$ cat config.mk
export PLATFORM = sky130hd
export DESIGN_NAME = tkgp_port
export DESIGN_NICKNAME = d
export VERILOG_FILES = /design/src/logic/tkgp_pkg.sv /design/src/logic/tkgp_port.sv
export SDC_FILE = /design/constraint.sdc
export NUM_CORES = 1
export LEC_CHECK = 0
export BUFFER_PORTS_ARGS = -buffer_cell sky130_fd_sc_hd__clkbuf_2
export CAP_MARGIN = 10
export CORE_ASPECT_RATIO = 0.6
export CORE_MARGIN = 2
export CORE_UTILIZATION = 48
export DETAILED_ROUTE_END_ITERATION = 10
export PLACE_DENSITY = 0.79
export SLEW_MARGIN = 20
export SYNTH_ARGS = -nofsm -noshare
export SYNTH_HDL_FRONTEND = slang
export SYNTH_SLANG_ARGS = --single-unit
$ cat constraint.sdc
create_clock -name clk_sys -period 1.2 [get_ports clk_sys]
set_input_delay 0.12 -clock clk_sys [delete_from_list [all_inputs] [get_ports clk_sys]]
set_output_delay 0.12 -clock clk_sys [all_outputs]
set_load 0.02 [all_outputs]
$ cat src/logic/tkgp_pkg.sv
// tkgp_pkg: register map, reset values and carrier types of the touchkey gpio port
// assumes an i2c slave front end elsewhere presents byte-wide register accesses
package tkgp_pkg;

    localparam int unsigned NUM_PINS = 3;
    localparam int unsigned ADDR_W = 8;

    // register offsets (byte addresses on the i2c register space)
    localparam logic [7:0] OFS_IRQ_EN_LO = 8'h0b;
    localparam logic [7:0] OFS_IRQ_EN_HI = 8'h0c;
    localparam logic [7:0] OFS_IRQ_FLAG_LO = 8'h0d;
    localparam logic [7:0] OFS_IRQ_FLAG_HI = 8'h0e;
    localparam logic [7:0] OFS_MON_LO = 8'h10;
    localparam logic [7:0] OFS_MON_HI = 8'h11;
    localparam logic [7:0] OFS_OUT_LO = 8'h12;
    localparam logic [7:0] OFS_OUT_HI = 8'h13;
    localparam logic [7:0] OFS_DIR_LO = 8'h14;
    localparam logic [7:0] OFS_DIR_HI = 8'h15;
    localparam logic [7:0] OFS_FUNC_LO = 8'h16;
    localparam logic [7:0] OFS_FUNC_HI = 8'h17;

    // reset values
    localparam logic [2:0] RST_IRQ_EN = 3'h0;
    localparam logic [2:0] RST_IRQ_FLAG = 3'h0;
    localparam logic [2:0] RST_OUT = 3'h0;
    localparam logic [2:0] RST_DIR = 3'h0;
    localparam logic [2:0] RST_FUNC = 3'h0;
    localparam logic [2:0] RST_LEVEL = 3'h0;
    localparam logic [7:0] RST_RDATA = 8'h00;

    // global aggregate bit position in the global irq flag byte
    localparam int unsigned GLOBAL_GPIO_BIT = 7;

    typedef struct packed {
        logic wr;
        logic rd;
        logic [7:0] addr;
        logic [7:0] wdata;
    } tkgp_req_t;

    typedef struct packed {
        logic [2:0] in;
        logic [2:0] out;
        logic [2:0] oe;
    } tkgp_pins_t;

endpackage : tkgp_pkg

$ cat src/logic/tkgp_port.sv
// tkgp_port: three-pin gpio port shared with touch channels, with per-pin irq flags
// assumes an i2c slave supplies one-cycle byte strobes, auto-increment done by it
//
// How it works
// - enable bits 2:0 map one-to-one onto pins 2:0
// - enable one lets a pin event reach the host irq; zero blocks it
// - enable bits 7:3 are reserved and read zero
// - mask gates each pin's flag individually toward the host
// - monitor reads present pin level, writes ignored
// - output level bit one drives pin high, zero low
// - direction zero is input, one output, reset all inputs
// - function one is gpio, zero hands pin to touch channel
// - global gpio bit 7 set when enabled pins owned by the gpio function see a transition
`timescale 1ns/1ps
`default_nettype none

module tkgp_port (
    // clock and reset
    input wire logic clk_sys,
    input wire logic sys_rst,
    // register access from the i2c slave
    input wire tkgp_pkg::tkgp_req_t req,
    output logic [7:0] rdata,
    // pads
    input wire logic [2:0] pin_in,
    output logic [2:0] pin_out,
    output logic [2:0] pin_oe,
    // touch channel ownership
    output logic [2:0] touch_sel,
    // toward the global interrupt controller
    output logic gpio_irq_pending,
    output logic [7:0] global_gpio_bit
);

    ////////////////////////////////////////////////////////////////////////
    // configuration registers and their next values
    logic [2:0] irq_en_reg;
    logic [2:0] irq_en_next;
    logic [2:0] out_reg;
    logic [2:0] out_next;
    logic [2:0] dir_reg;
    logic [2:0] dir_next;
    logic [2:0] func_reg;
    logic [2:0] func_next;

    // pin sampling, sticky flags and read data
    logic [2:0] level_reg;
    logic [2:0] level_prev_reg;
    logic [2:0] irq_flag_reg;
    logic [7:0] rdata_reg;
    logic [7:0] rdata_next;

    ////////////////////////////////////////////////////////////////////////
    // write decode; only the low byte of each pair holds state
    wire logic wr_en_lo = req.wr && (req.addr == tkgp_pkg::OFS_IRQ_EN_LO);
    wire logic wr_flag_lo = req.wr && (req.addr == tkgp_pkg::OFS_IRQ_FLAG_LO);
    wire logic wr_out_lo = req.wr && (req.addr == tkgp_pkg::OFS_OUT_LO);
    wire logic wr_dir_lo = req.wr && (req.addr == tkgp_pkg::OFS_DIR_LO);
    wire logic wr_func_lo = req.wr && (req.addr == tkgp_pkg::OFS_FUNC_LO);
    // monitor and high-byte writes decode to nothing and are dropped
    // bits 7:3 of every write are reserved and never stored
    wire logic [2:0] wr_bits = req.wdata[2:0];

    ////////////////////////////////////////////////////////////////////////
    // next values of the configuration registers
    assign irq_en_next = wr_en_lo ? wr_bits : irq_en_reg;
    assign out_next = wr_out_lo ? wr_bits : out_reg;
    assign dir_next = wr_dir_lo ? wr_bits : dir_reg;
    assign func_next = wr_func_lo ? wr_bits : func_reg;

    ////////////////////////////////////////////////////////////////////////
    // per-pin edge detect and sticky flag
    wire logic [2:0] clr_mask = wr_flag_lo ? wr_bits : 3'h0;
    wire logic [2:0] pin_event;
    wire logic [2:0] irq_flag_next;
    wire logic [2:0] irq_gated;

    genvar p;
    generate
        for (p = 0; p < tkgp_pkg::NUM_PINS; p++) begin : g_pin
            // edges only count while the pin is owned by the gpio function
            wire logic level_edge = level_reg[p] ^ level_prev_reg[p];
            assign pin_event[p] = level_edge & func_reg[p];
            // set wins over a clear in the same cycle, so no event is lost
            assign irq_flag_next[p] = (irq_flag_reg[p] & ~clr_mask[p])
                | pin_event[p];
            // the enable gates only the forward path, never the flag itself
            assign irq_gated[p] = irq_flag_reg[p] & irq_en_reg[p];
        end
    endgenerate

    ////////////////////////////////////////////////////////////////////////
    // read mux; high bytes are reserved and read zero
    always_comb begin
        rdata_next = 8'h00;
        unique case (req.addr)
            tkgp_pkg::OFS_IRQ_EN_LO: rdata_next = {5'h00, irq_en_reg};
            tkgp_pkg::OFS_IRQ_EN_HI: rdata_next = 8'h00;
            tkgp_pkg::OFS_IRQ_FLAG_LO: rdata_next = {5'h00, irq_flag_reg};
            tkgp_pkg::OFS_IRQ_FLAG_HI: rdata_next = 8'h00;
            tkgp_pkg::OFS_MON_LO: rdata_next = {5'h00, level_reg};
            tkgp_pkg::OFS_MON_HI: rdata_next = 8'h00;
            tkgp_pkg::OFS_OUT_LO: rdata_next = {5'h00, out_reg};
            tkgp_pkg::OFS_OUT_HI: rdata_next = 8'h00;
            tkgp_pkg::OFS_DIR_LO: rdata_next = {5'h00, dir_reg};
            tkgp_pkg::OFS_DIR_HI: rdata_next = 8'h00;
            tkgp_pkg::OFS_FUNC_LO: rdata_next = {5'h00, func_reg};
            tkgp_pkg::OFS_FUNC_HI: rdata_next = 8'h00;
            // unmapped addresses read zero rather than stale data
            default: rdata_next = 8'h00;
        endcase
    end

    ////////////////////////////////////////////////////////////////////////
    // interrupt enable mask
    always_ff @(posedge clk_sys) begin
        if (sys_rst) begin
            irq_en_reg <= tkgp_pkg::RST_IRQ_EN;
        end else begin
            irq_en_reg <= irq_en_next;
        end
    end

    // output level
    always_ff @(posedge clk_sys) begin
        if (sys_rst) begin
            out_reg <= tkgp_pkg::RST_OUT;
        end else begin
            out_reg <= out_next;
        end
    end

    // direction; every pin comes out of reset as an input
    always_ff @(posedge clk_sys) begin
        if (sys_rst) begin
            dir_reg <= tkgp_pkg::RST_DIR;
        end else begin
            dir_reg <= dir_next;
        end
    end

    // function select; reset hands every pin to the touch channel
    always_ff @(posedge clk_sys) begin
        if (sys_rst) begin
            func_reg <= tkgp_pkg::RST_FUNC;
        end else begin
            func_reg <= func_next;
        end
    end

    // sticky flags
    always_ff @(posedge clk_sys) begin
        if (sys_rst) begin
            irq_flag_reg <= tkgp_pkg::RST_IRQ_FLAG;
        end else begin
            irq_flag_reg <= irq_flag_next;
        end
    end

    // pad level; pins are taken as synchronous, one stage only
    always_ff @(posedge clk_sys) begin
        if (sys_rst) begin
            level_reg <= tkgp_pkg::RST_LEVEL;
        end else begin
            level_reg <= pin_in;
        end
    end

    // previous level for the edge detector
    always_ff @(posedge clk_sys) begin
        if (sys_rst) begin
            level_prev_reg <= tkgp_pkg::RST_LEVEL;
        end else begin
            level_prev_reg <= level_reg;
        end
    end

    // read data holds until the next read strobe
    always_ff @(posedge clk_sys) begin
        if (sys_rst) begin
            rdata_reg <= tkgp_pkg::RST_RDATA;
        end else if (req.rd) begin
            rdata_reg <= rdata_next;
        end
    end

    ////////////////////////////////////////////////////////////////////////
    // pad, ownership and interrupt outputs
    assign rdata = rdata_reg;
    assign pin_out = out_reg & func_reg;
    // a touch-owned pin is never driven, whatever its direction bit says
    assign pin_oe = dir_reg & func_reg;
    assign touch_sel = ~func_reg;
    assign gpio_irq_pending = |irq_gated;
    // unused pins left as inputs draw more current; left to host software
    assign global_gpio_bit = {|irq_gated, 7'h00};

endmodule : tkgp_port

`default_nettype wire

==> results of run 1 <==
## metrics by stage
step / worst slack [ns] / power [mW] / hold WS (ns)
after floorplan: 0.119 / 0.978 / 0.192
after global placement: -0.00359 / 1.02 / 0.328
after detailed placement: -0.0497 / 1.03 / 0.336
after CTS: -0.116 / 1.71 / 0.0537
after global routing: -0.156 / 1.78 / 0.0479
final: -0.105 / 1.70 / 0.0552
## placed cells by master (no fill, tap or decap), types with 2 or more instances in the layout
cell type,instances
a21oi_1,3
nor2b_1,6
clkbuf_2,25
mux2i_1,13
conb_1,12
nand3_1,4
and2_1,7
clkbuf_8,3
o21ai_0,4
buf_2,5
a22o_1,2
buf_4,13
xor2_1,3
nand2_1,3
dfxtp_1,23
o21bai_1,2
nand4_2,2
a41oi_1,2
inv_1,7
nor2_1,13
nand4_1,6
## cell type report
type / count / area, um^2 / area share, %
flip-flops and latches: 24 / 482 / 31.4
multi-input cells: 96 / 669 / 43.6
repair buffers: 43 / 248 / 16.1
clock buffers: 3 / 41.3 / 2.69
well taps: 32 / 40.0 / 2.61
clock inverters: 1 / 30.0 / 1.95
inverters: 7 / 26.3 / 1.71
## report_power, final
group	switching [mW]	internal, mW
logic	0.116	0.0713
registers	0.00891	0.810
clock network	0.250	0.446
total	0.375	1.33
## per-layer routing
layer,track usage (%),up-vias,share of wire [%]
met3,6.05,4,8.2
met5,0,-,0
met1,23.2,493,45
li1,-,523,-
met2,30.4,41,46
met4,5.77,0,0.99
## kinds of logic after synthesis
family,Yosys count,synth area share [%]
and+or+nand+nor,49,24.8
buffers and inverters,25,12.5
DFF,24,37.9
AOI/OAI and AO/OA,17,9.49
muxes,15,12.9
xor gates and xnor gates,3,2.08
other,1,0.296
## repair_timing
| item | 4_1_cts | 5_1_grt |
|---|---|---|
| setup endpoints to repair | 2 | 6 |
| resized for setup | 0 | 8 |
| hold buffers | 0 | 0 |
| pin swaps | 0 | 1 |
| gates cloned | 0 | 0 |
| buffers inserted | 0 | 1 |
## worst min-delay path by stage
stage / endpoint / cells past startpoint / start
floorplan: level_prev_reg[0] / 1 / sys_rst
global placement: level_reg[1] / 2 / pin_in[1]
detailed placement: level_reg[0] / 2 / pin_in[0]
CTS: level_reg[2] / 2 / pin_in[2]
global route: level_reg[1] / 2 / pin_in[1]
finish: level_reg[2] / 2 / pin_in[2]
==> out/summary.json, run 1 <==
{
  "timing.critical_path.to": {"value": "global_gpio_bit[7]"},
  "syn-cell-area": {"value": 1270, "unit": "um^2"},
  "drtIter0Drc": {"value": 52},
  "effective_utilization_at_floorplan": {"value": 50.5, "unit": "%"},
  "startpoint_type": {"value": "register"},
  "diodes": {"value": 0},
  "setup.reg_to_reg.worst_slack": {"value": 0.09, "unit": "ns"},
  "synth_edf_count": {"value": 0},
  "detail_route.vias_per_cell": {"value": 5.15},
  "vdd_ir_drop_max": {"value": 803, "unit": "uV"},
  "first_global_vias": {"value": 956},
  "cap_violations": {"value": 0},
  "r2r-end": {"value": "rdata[1]"},
  "placed_cells_incl_taps": {"value": 201},
  "num_rows": {"value": 14},
  "worst_setup_path_end_kind": {"value": "output pin"},
  "cts_tree": {"value": "yes"},
  "drt_pass1_iterations": {"value": 4},
  "syn_inst": {"value": 134},
  "routed_wire_length_per_instance": {"value": 12.8, "unit": "um"},
  "final_core_util": {"value": 61.3, "unit": "%"},
  "floorplan.die_area": {"value": 3080, "unit": "um^2"},
  "synth.yosys.seq_area_share": {"value": 37.9, "unit": "%"},
  "place_area": {"value": 1450, "unit": "um^2"},
  "synth_area_leaders": {"value": "dfxtp_1 (38%), mux2i_1 (10%), buf_4 (8.9%), nor2_1 (3.9%), and2_1 (3.5%)"},
  "timing.final.ws_setup": {"value": -0.105, "unit": "ns"},
  "post_drt_antenna_nets": {"value": 0},
  "post_route_cells_drive_above_1_share": {"value": 32.8, "unit": "%"},
  "grt_first_pass_wirelength": {"value": 4.33, "unit": "mm"},
  "totalWireLength": {"value": 2.64, "unit": "mm"},
  "r2r-start": {"value": "level_reg[1]"},
  "die_w": {"value": 70.3, "unit": "um"},
  "critical-path-top-delay-family": {"value": "flip-flops"},
  "arr_time_crit_path": {"value": 1.18, "unit": "ns"},
  "power_per_cell_area": {"value": 1110, "unit": "nW/um^2"},
  "critPathMaxFanout": {"value": 3},
  "area_of_all_placed_cells_without_fillers": {"value": 1540, "unit": "um^2"},
  "timing.final.crit_period": {"value": 1.30, "unit": "ns"},
  "boundaryPins": {"value": 49},
  "tritoncts.num_buffers": {"value": 3},
  "die_height": {"value": 43.8, "unit": "um"},
  "clkSlewWorstSetupHoldPaths": {"value": 0.08, "unit": "ns"},
  "avgSynthCellArea": {"value": 9.45, "unit": "um^2"},
  "report.final.setup_viol": {"value": 2},
  "cts-root-buf": {"value": "clkbuf_8"},
  "place.gp.congestion": {"value": 0.897},
  "worst-r2r-cell-count": {"value": 3},
  "clock_insertion_delay_worst_skew": {"value": 0.27, "unit": "ns"},
  "synth_warnings": {"value": 0},
  "slew_viol_final": {"value": 0},
  "route.detailed.drc": {"value": 0},
  "worst_path_largest_cell_delay": {"value": 0.33, "unit": "ns"},
  "globalRouteTotalUtil": {"value": 18.4, "unit": "%"},
  "grt_start_max_net_pins": {"value": 21},
  "syn2layout_area_growth": {"value": 21.3, "unit": "%"},
  "yosysMostFrequentCell": {"value": "dfxtp_1"},
  "critical_path_cell_by_cell": {"value": "a222oi_1 -> inv_1 -> buf_2"},
  "yosys.area.top_type": {"value": "dfxtp_1"},
  "clock_tree.buffer_depth": {"value": 2},
  "port_buffers": {"value": 31},
  "fmax": {"value": 767, "unit": "MHz"},
  "synth-main-ff-cell": {"value": "dfxtp_1"},
  "count_of_buffering_cells_on_the_critical_path_with_inverters_included": {"value": 2},
  "net_count_reported_at_finish": {"value": 198},
  "grt_antenna_before_repair": {"value": 0},
  "worstSetupStartpoint": {"value": "irq_en_reg[1]"},
  "setup_clock_skew_after_layout": {"value": 0.00287, "unit": "ns"},
  "timing.final.crit_share": {"value": 109, "unit": "%"},
  "crit_cells": {"value": 3},
  "synth.ff_latch_count": {"value": 24},
  "violated_checks": {"value": "setup timing"},
  "final_cell_count_no_fill": {"value": 206},
  "synthDistinctLibCells": {"value": 34},
  "worst-setup-path-type": {"value": "register to output pin"},
  "design.core.area": {"value": 2500, "unit": "um^2"},
  "synth-async-reset-ratio": {"value": 0, "unit": "%"},
  "power.static_leakage": {"value": 0.801, "unit": "nW"},
  "clock-sinks": {"value": 24},
  "grt_setup_unrepaired": {"value": "yes"},
  "ys_top_cells_by_count": {"value": "dfxtp_1 (24), buf_4 (15), mux2i_1 (13), nor2_1 (13)"},
  "fin_setup_tns": {"value": -0.208, "unit": "ns"},
  "cts.htree.levels": {"value": 1},
  "hpwlAfterDp": {"value": 2.10, "unit": "mm"},
  "synthDominantCellAreaShare": {"value": 37.9, "unit": "%"},
  "type_of_the_most_critical_hold_path": {"value": "input port to register"},
  "outcome": {"value": "complete, but fails checks"},
  "routed-via-count": {"value": 1061},
  "finalHoldViolations": {"value": 0},
  "slowest_stage": {"value": "dfxtp_2"},
  "data_required_time_of_the_worst_path": {"value": 1.08, "unit": "ns"},
  "grt_overflow": {"value": 0},
  "fillCellCount": {"value": 225}
}
Power figures use the tool's default switching activity.
==> run 2, diff against run 1 <==
RECOVER_POWER = 50   (was default)
==> out/summary.json, run 2 (synthesis results as in run 1) <==
{
  "port_buffers": {"value": 31},
  "crit_cells": {"value": 3},
  "totalPowerFinal": {"value": 1.70, "unit": "mW"},
  "route.detailed.drc": {"value": 0},
  "clock_tree.buffer_depth": {"value": 2},
  "timing.slew.headroom": {"value": 44.0, "unit": "%"},
  "most_common_cell_after_layout_fill_and_taps_aside": {"value": "dfxtp_1"},
  "design.core.area": {"value": 2500, "unit": "um^2"},
  "slew_viol_final": {"value": 0},
  "arr_time_crit_path": {"value": 1.19, "unit": "ns"},
  "report.final.setup_viol": {"value": 2},
  "violated_checks": {"value": "setup timing"},
  "final_cell_count_no_fill": {"value": 206},
  "placed_cells_incl_taps": {"value": 201},
  "cts.htree.levels": {"value": 1},
  "setup_clock_skew_after_layout": {"value": 0.00439, "unit": "ns"},
  "outcome": {"value": "complete, but fails checks"},
  "post_route_cells_drive_above_1_share": {"value": 29.3, "unit": "%"},
  "cts-root-buf": {"value": "clkbuf_8"},
  "tritoncts.num_buffers": {"value": 3},
  "type_of_the_most_critical_hold_path": {"value": "input port to register"},
  "routed_wire_length_per_instance": {"value": 12.8, "unit": "um"},
  "multiInputGateArea": {"value": 667, "unit": "um^2"},
  "clkSlewWorstSetupHoldPaths": {"value": 0.08, "unit": "ns"},
  "count_of_buffering_cells_on_the_critical_path_with_inverters_included": {"value": 2},
  "power.combinational.fraction": {"value": 10.8, "unit": "%"},
  "worst-r2r-cell-count": {"value": 3},
  "slowest_stage": {"value": "dfxtp_2"},
  "net_count_reported_at_finish": {"value": 198},
  "globalRouteTotalUtil": {"value": 18.4, "unit": "%"},
  "drtIter0Drc": {"value": 43},
  "vdd_ir_drop_max": {"value": 803, "unit": "uV"},
  "clock-sinks": {"value": 24},
  "cts_tree": {"value": "yes"},
  "worst-setup-path-type": {"value": "register to output pin"},
  "switching_share": {"value": 22.0, "unit": "%"},
  "fmax": {"value": 765, "unit": "MHz"},
  "grt_antenna_before_repair": {"value": 0},
  "final_core_util": {"value": 60.9, "unit": "%"},
  "power.share.sequential": {"value": 48.3, "unit": "%"},
  "critical-path-top-delay-family": {"value": "flip-flops"},
  "die_w": {"value": 70.3, "unit": "um"},
  "power_report.internal_total": {"value": 1.32, "unit": "mW"},
  "clock_power_share": {"value": 40.9, "unit": "%"},
  "fin_setup_tns": {"value": -0.214, "unit": "ns"},
  "syn2layout_area_growth": {"value": 20.5, "unit": "%"},
  "finalHoldViolations": {"value": 0},
  "final.hold.worst_slack": {"value": 0.0546, "unit": "ns"},
  "detail_route.vias_per_cell": {"value": 5.20},
  "cap_violations": {"value": 0},
  "clock_insertion_delay_worst_skew": {"value": 0.27, "unit": "ns"},
  "worst_pin_slew": {"value": 0.840, "unit": "ns"},
  "startpoint_type": {"value": "register"},
  "effective_utilization_at_floorplan": {"value": 50.5, "unit": "%"},
  "power_per_cell_area": {"value": 1110, "unit": "nW/um^2"},
  "grt_first_pass_wirelength": {"value": 4.33, "unit": "mm"},
  "critPathMaxFanout": {"value": 3},
  "first_global_vias": {"value": 956},
  "dpl_worst_slack": {"value": -0.0497, "unit": "ns"},
  "grt_setup_unrepaired": {"value": "yes"},
  "grt_start_max_net_pins": {"value": 21},
  "power.switching": {"value": 0.374, "unit": "mW"},
  "drt_pass1_iterations": {"value": 4},
  "ff_latch_area": {"value": 482, "unit": "um^2"},
  "die_height": {"value": 43.8, "unit": "um"},
  "timing.final.crit_period": {"value": 1.31, "unit": "ns"},
  "timing.final.ws_setup": {"value": -0.108, "unit": "ns"},
  "place.gp.congestion": {"value": 0.897},
  "critical_path_cell_by_cell": {"value": "a222oi_1 -> inv_1 -> buf_2"},
  "fillCellCount": {"value": 228},
  "totalWireLength": {"value": 2.64, "unit": "mm"},
  "worst_path_largest_cell_delay": {"value": 0.33, "unit": "ns"},
  "routed-via-count": {"value": 1071},
  "worst_setup_path_end_kind": {"value": "output pin"},
  "boundaryPins": {"value": 49},
  "hpwlAfterDp": {"value": 2.10, "unit": "mm"},
  "place_area": {"value": 1450, "unit": "um^2"},
  "timing.final.crit_share": {"value": 109, "unit": "%"},
  "mostFrequentLayoutCells": {"value": "dfxtp_1 (23), clkbuf_2 (21), mux2i_1 (13), nor2_1 (13)"},
  "power.static_leakage": {"value": 0.785, "unit": "nW"},
  "area_of_all_placed_cells_without_fillers": {"value": 1530, "unit": "um^2"},
  "floorplan.die_area": {"value": 3080, "unit": "um^2"},
  "diodes": {"value": 0},
  "post_drt_antenna_nets": {"value": 0},
  "num_rows": {"value": 14},
  "worstHoldPathCells": {"value": 2},
  "data_required_time_of_the_worst_path": {"value": 1.08, "unit": "ns"},
  "grt_overflow": {"value": 0}
}
-- run 2: timing repair --
| action | 4_1_cts | 5_1_grt |
|---|---|---|
| pin swaps | 0 | 1 |
| hold buffers | 0 | 0 |
| setup endpoints to repair | 2 | 6 |
| hold endpoints to repair | 0 | 0 |
| buffers inserted | 0 | 1 |
| gates resized for setup | 0 | 8 |
-- run 2: layout make-up --
class / count / share of cell area, %
clock buffers: 3 / 2.71
clock inverters: 1 / 1.97
inverters: 7 / 1.72
multi-input cells: 96 / 43.7
flip-flops and latches: 24 / 31.6
well taps: 32 / 2.63
repair buffers: 43 / 15.7
-- run 2: worst reg2reg max path, stage by stage, from the launching register on --
cell	delay, ns
dfxtp_1	0.33
mux4_2	0.46
nand3_1	0.11
a311oi_1	0.09
-- run 2: final timing paths --
kind                      start            endpoint  slack, ns
setup / recovery  irq_en_reg[1]  global_gpio_bit[7]      -0.11
hold / removal        pin_in[2]        level_reg[2]       0.05
setup reg to reg   level_reg[1]            rdata[1]       0.09
hold reg to reg    level_reg[2]   level_prev_reg[2]       0.50
-- run 2: power by group through the flow --
stage / logic, mW / clock network (mW) / registers (mW)
final: 0.183 / 0.694 / 0.819
after detailed placement: 0.187 / 0 / 0.839
after global routing: 0.199 / 0.752 / 0.822
after floorplan: 0.135 / 0 / 0.843
after CTS: 0.187 / 0.707 / 0.820
after global placement: 0.182 / 0 / 0.838
-- run 2: routing by layer --
layer / global-route usage, % / up-vias / wire length [um]
li1: - / 523 / -
met1: 23.2 / 501 / 1190
met2: 30.4 / 43 / 1200
met3: 6.05 / 4 / 229
met4: 5.77 / 0 / 26
met5: 0 / - / 0
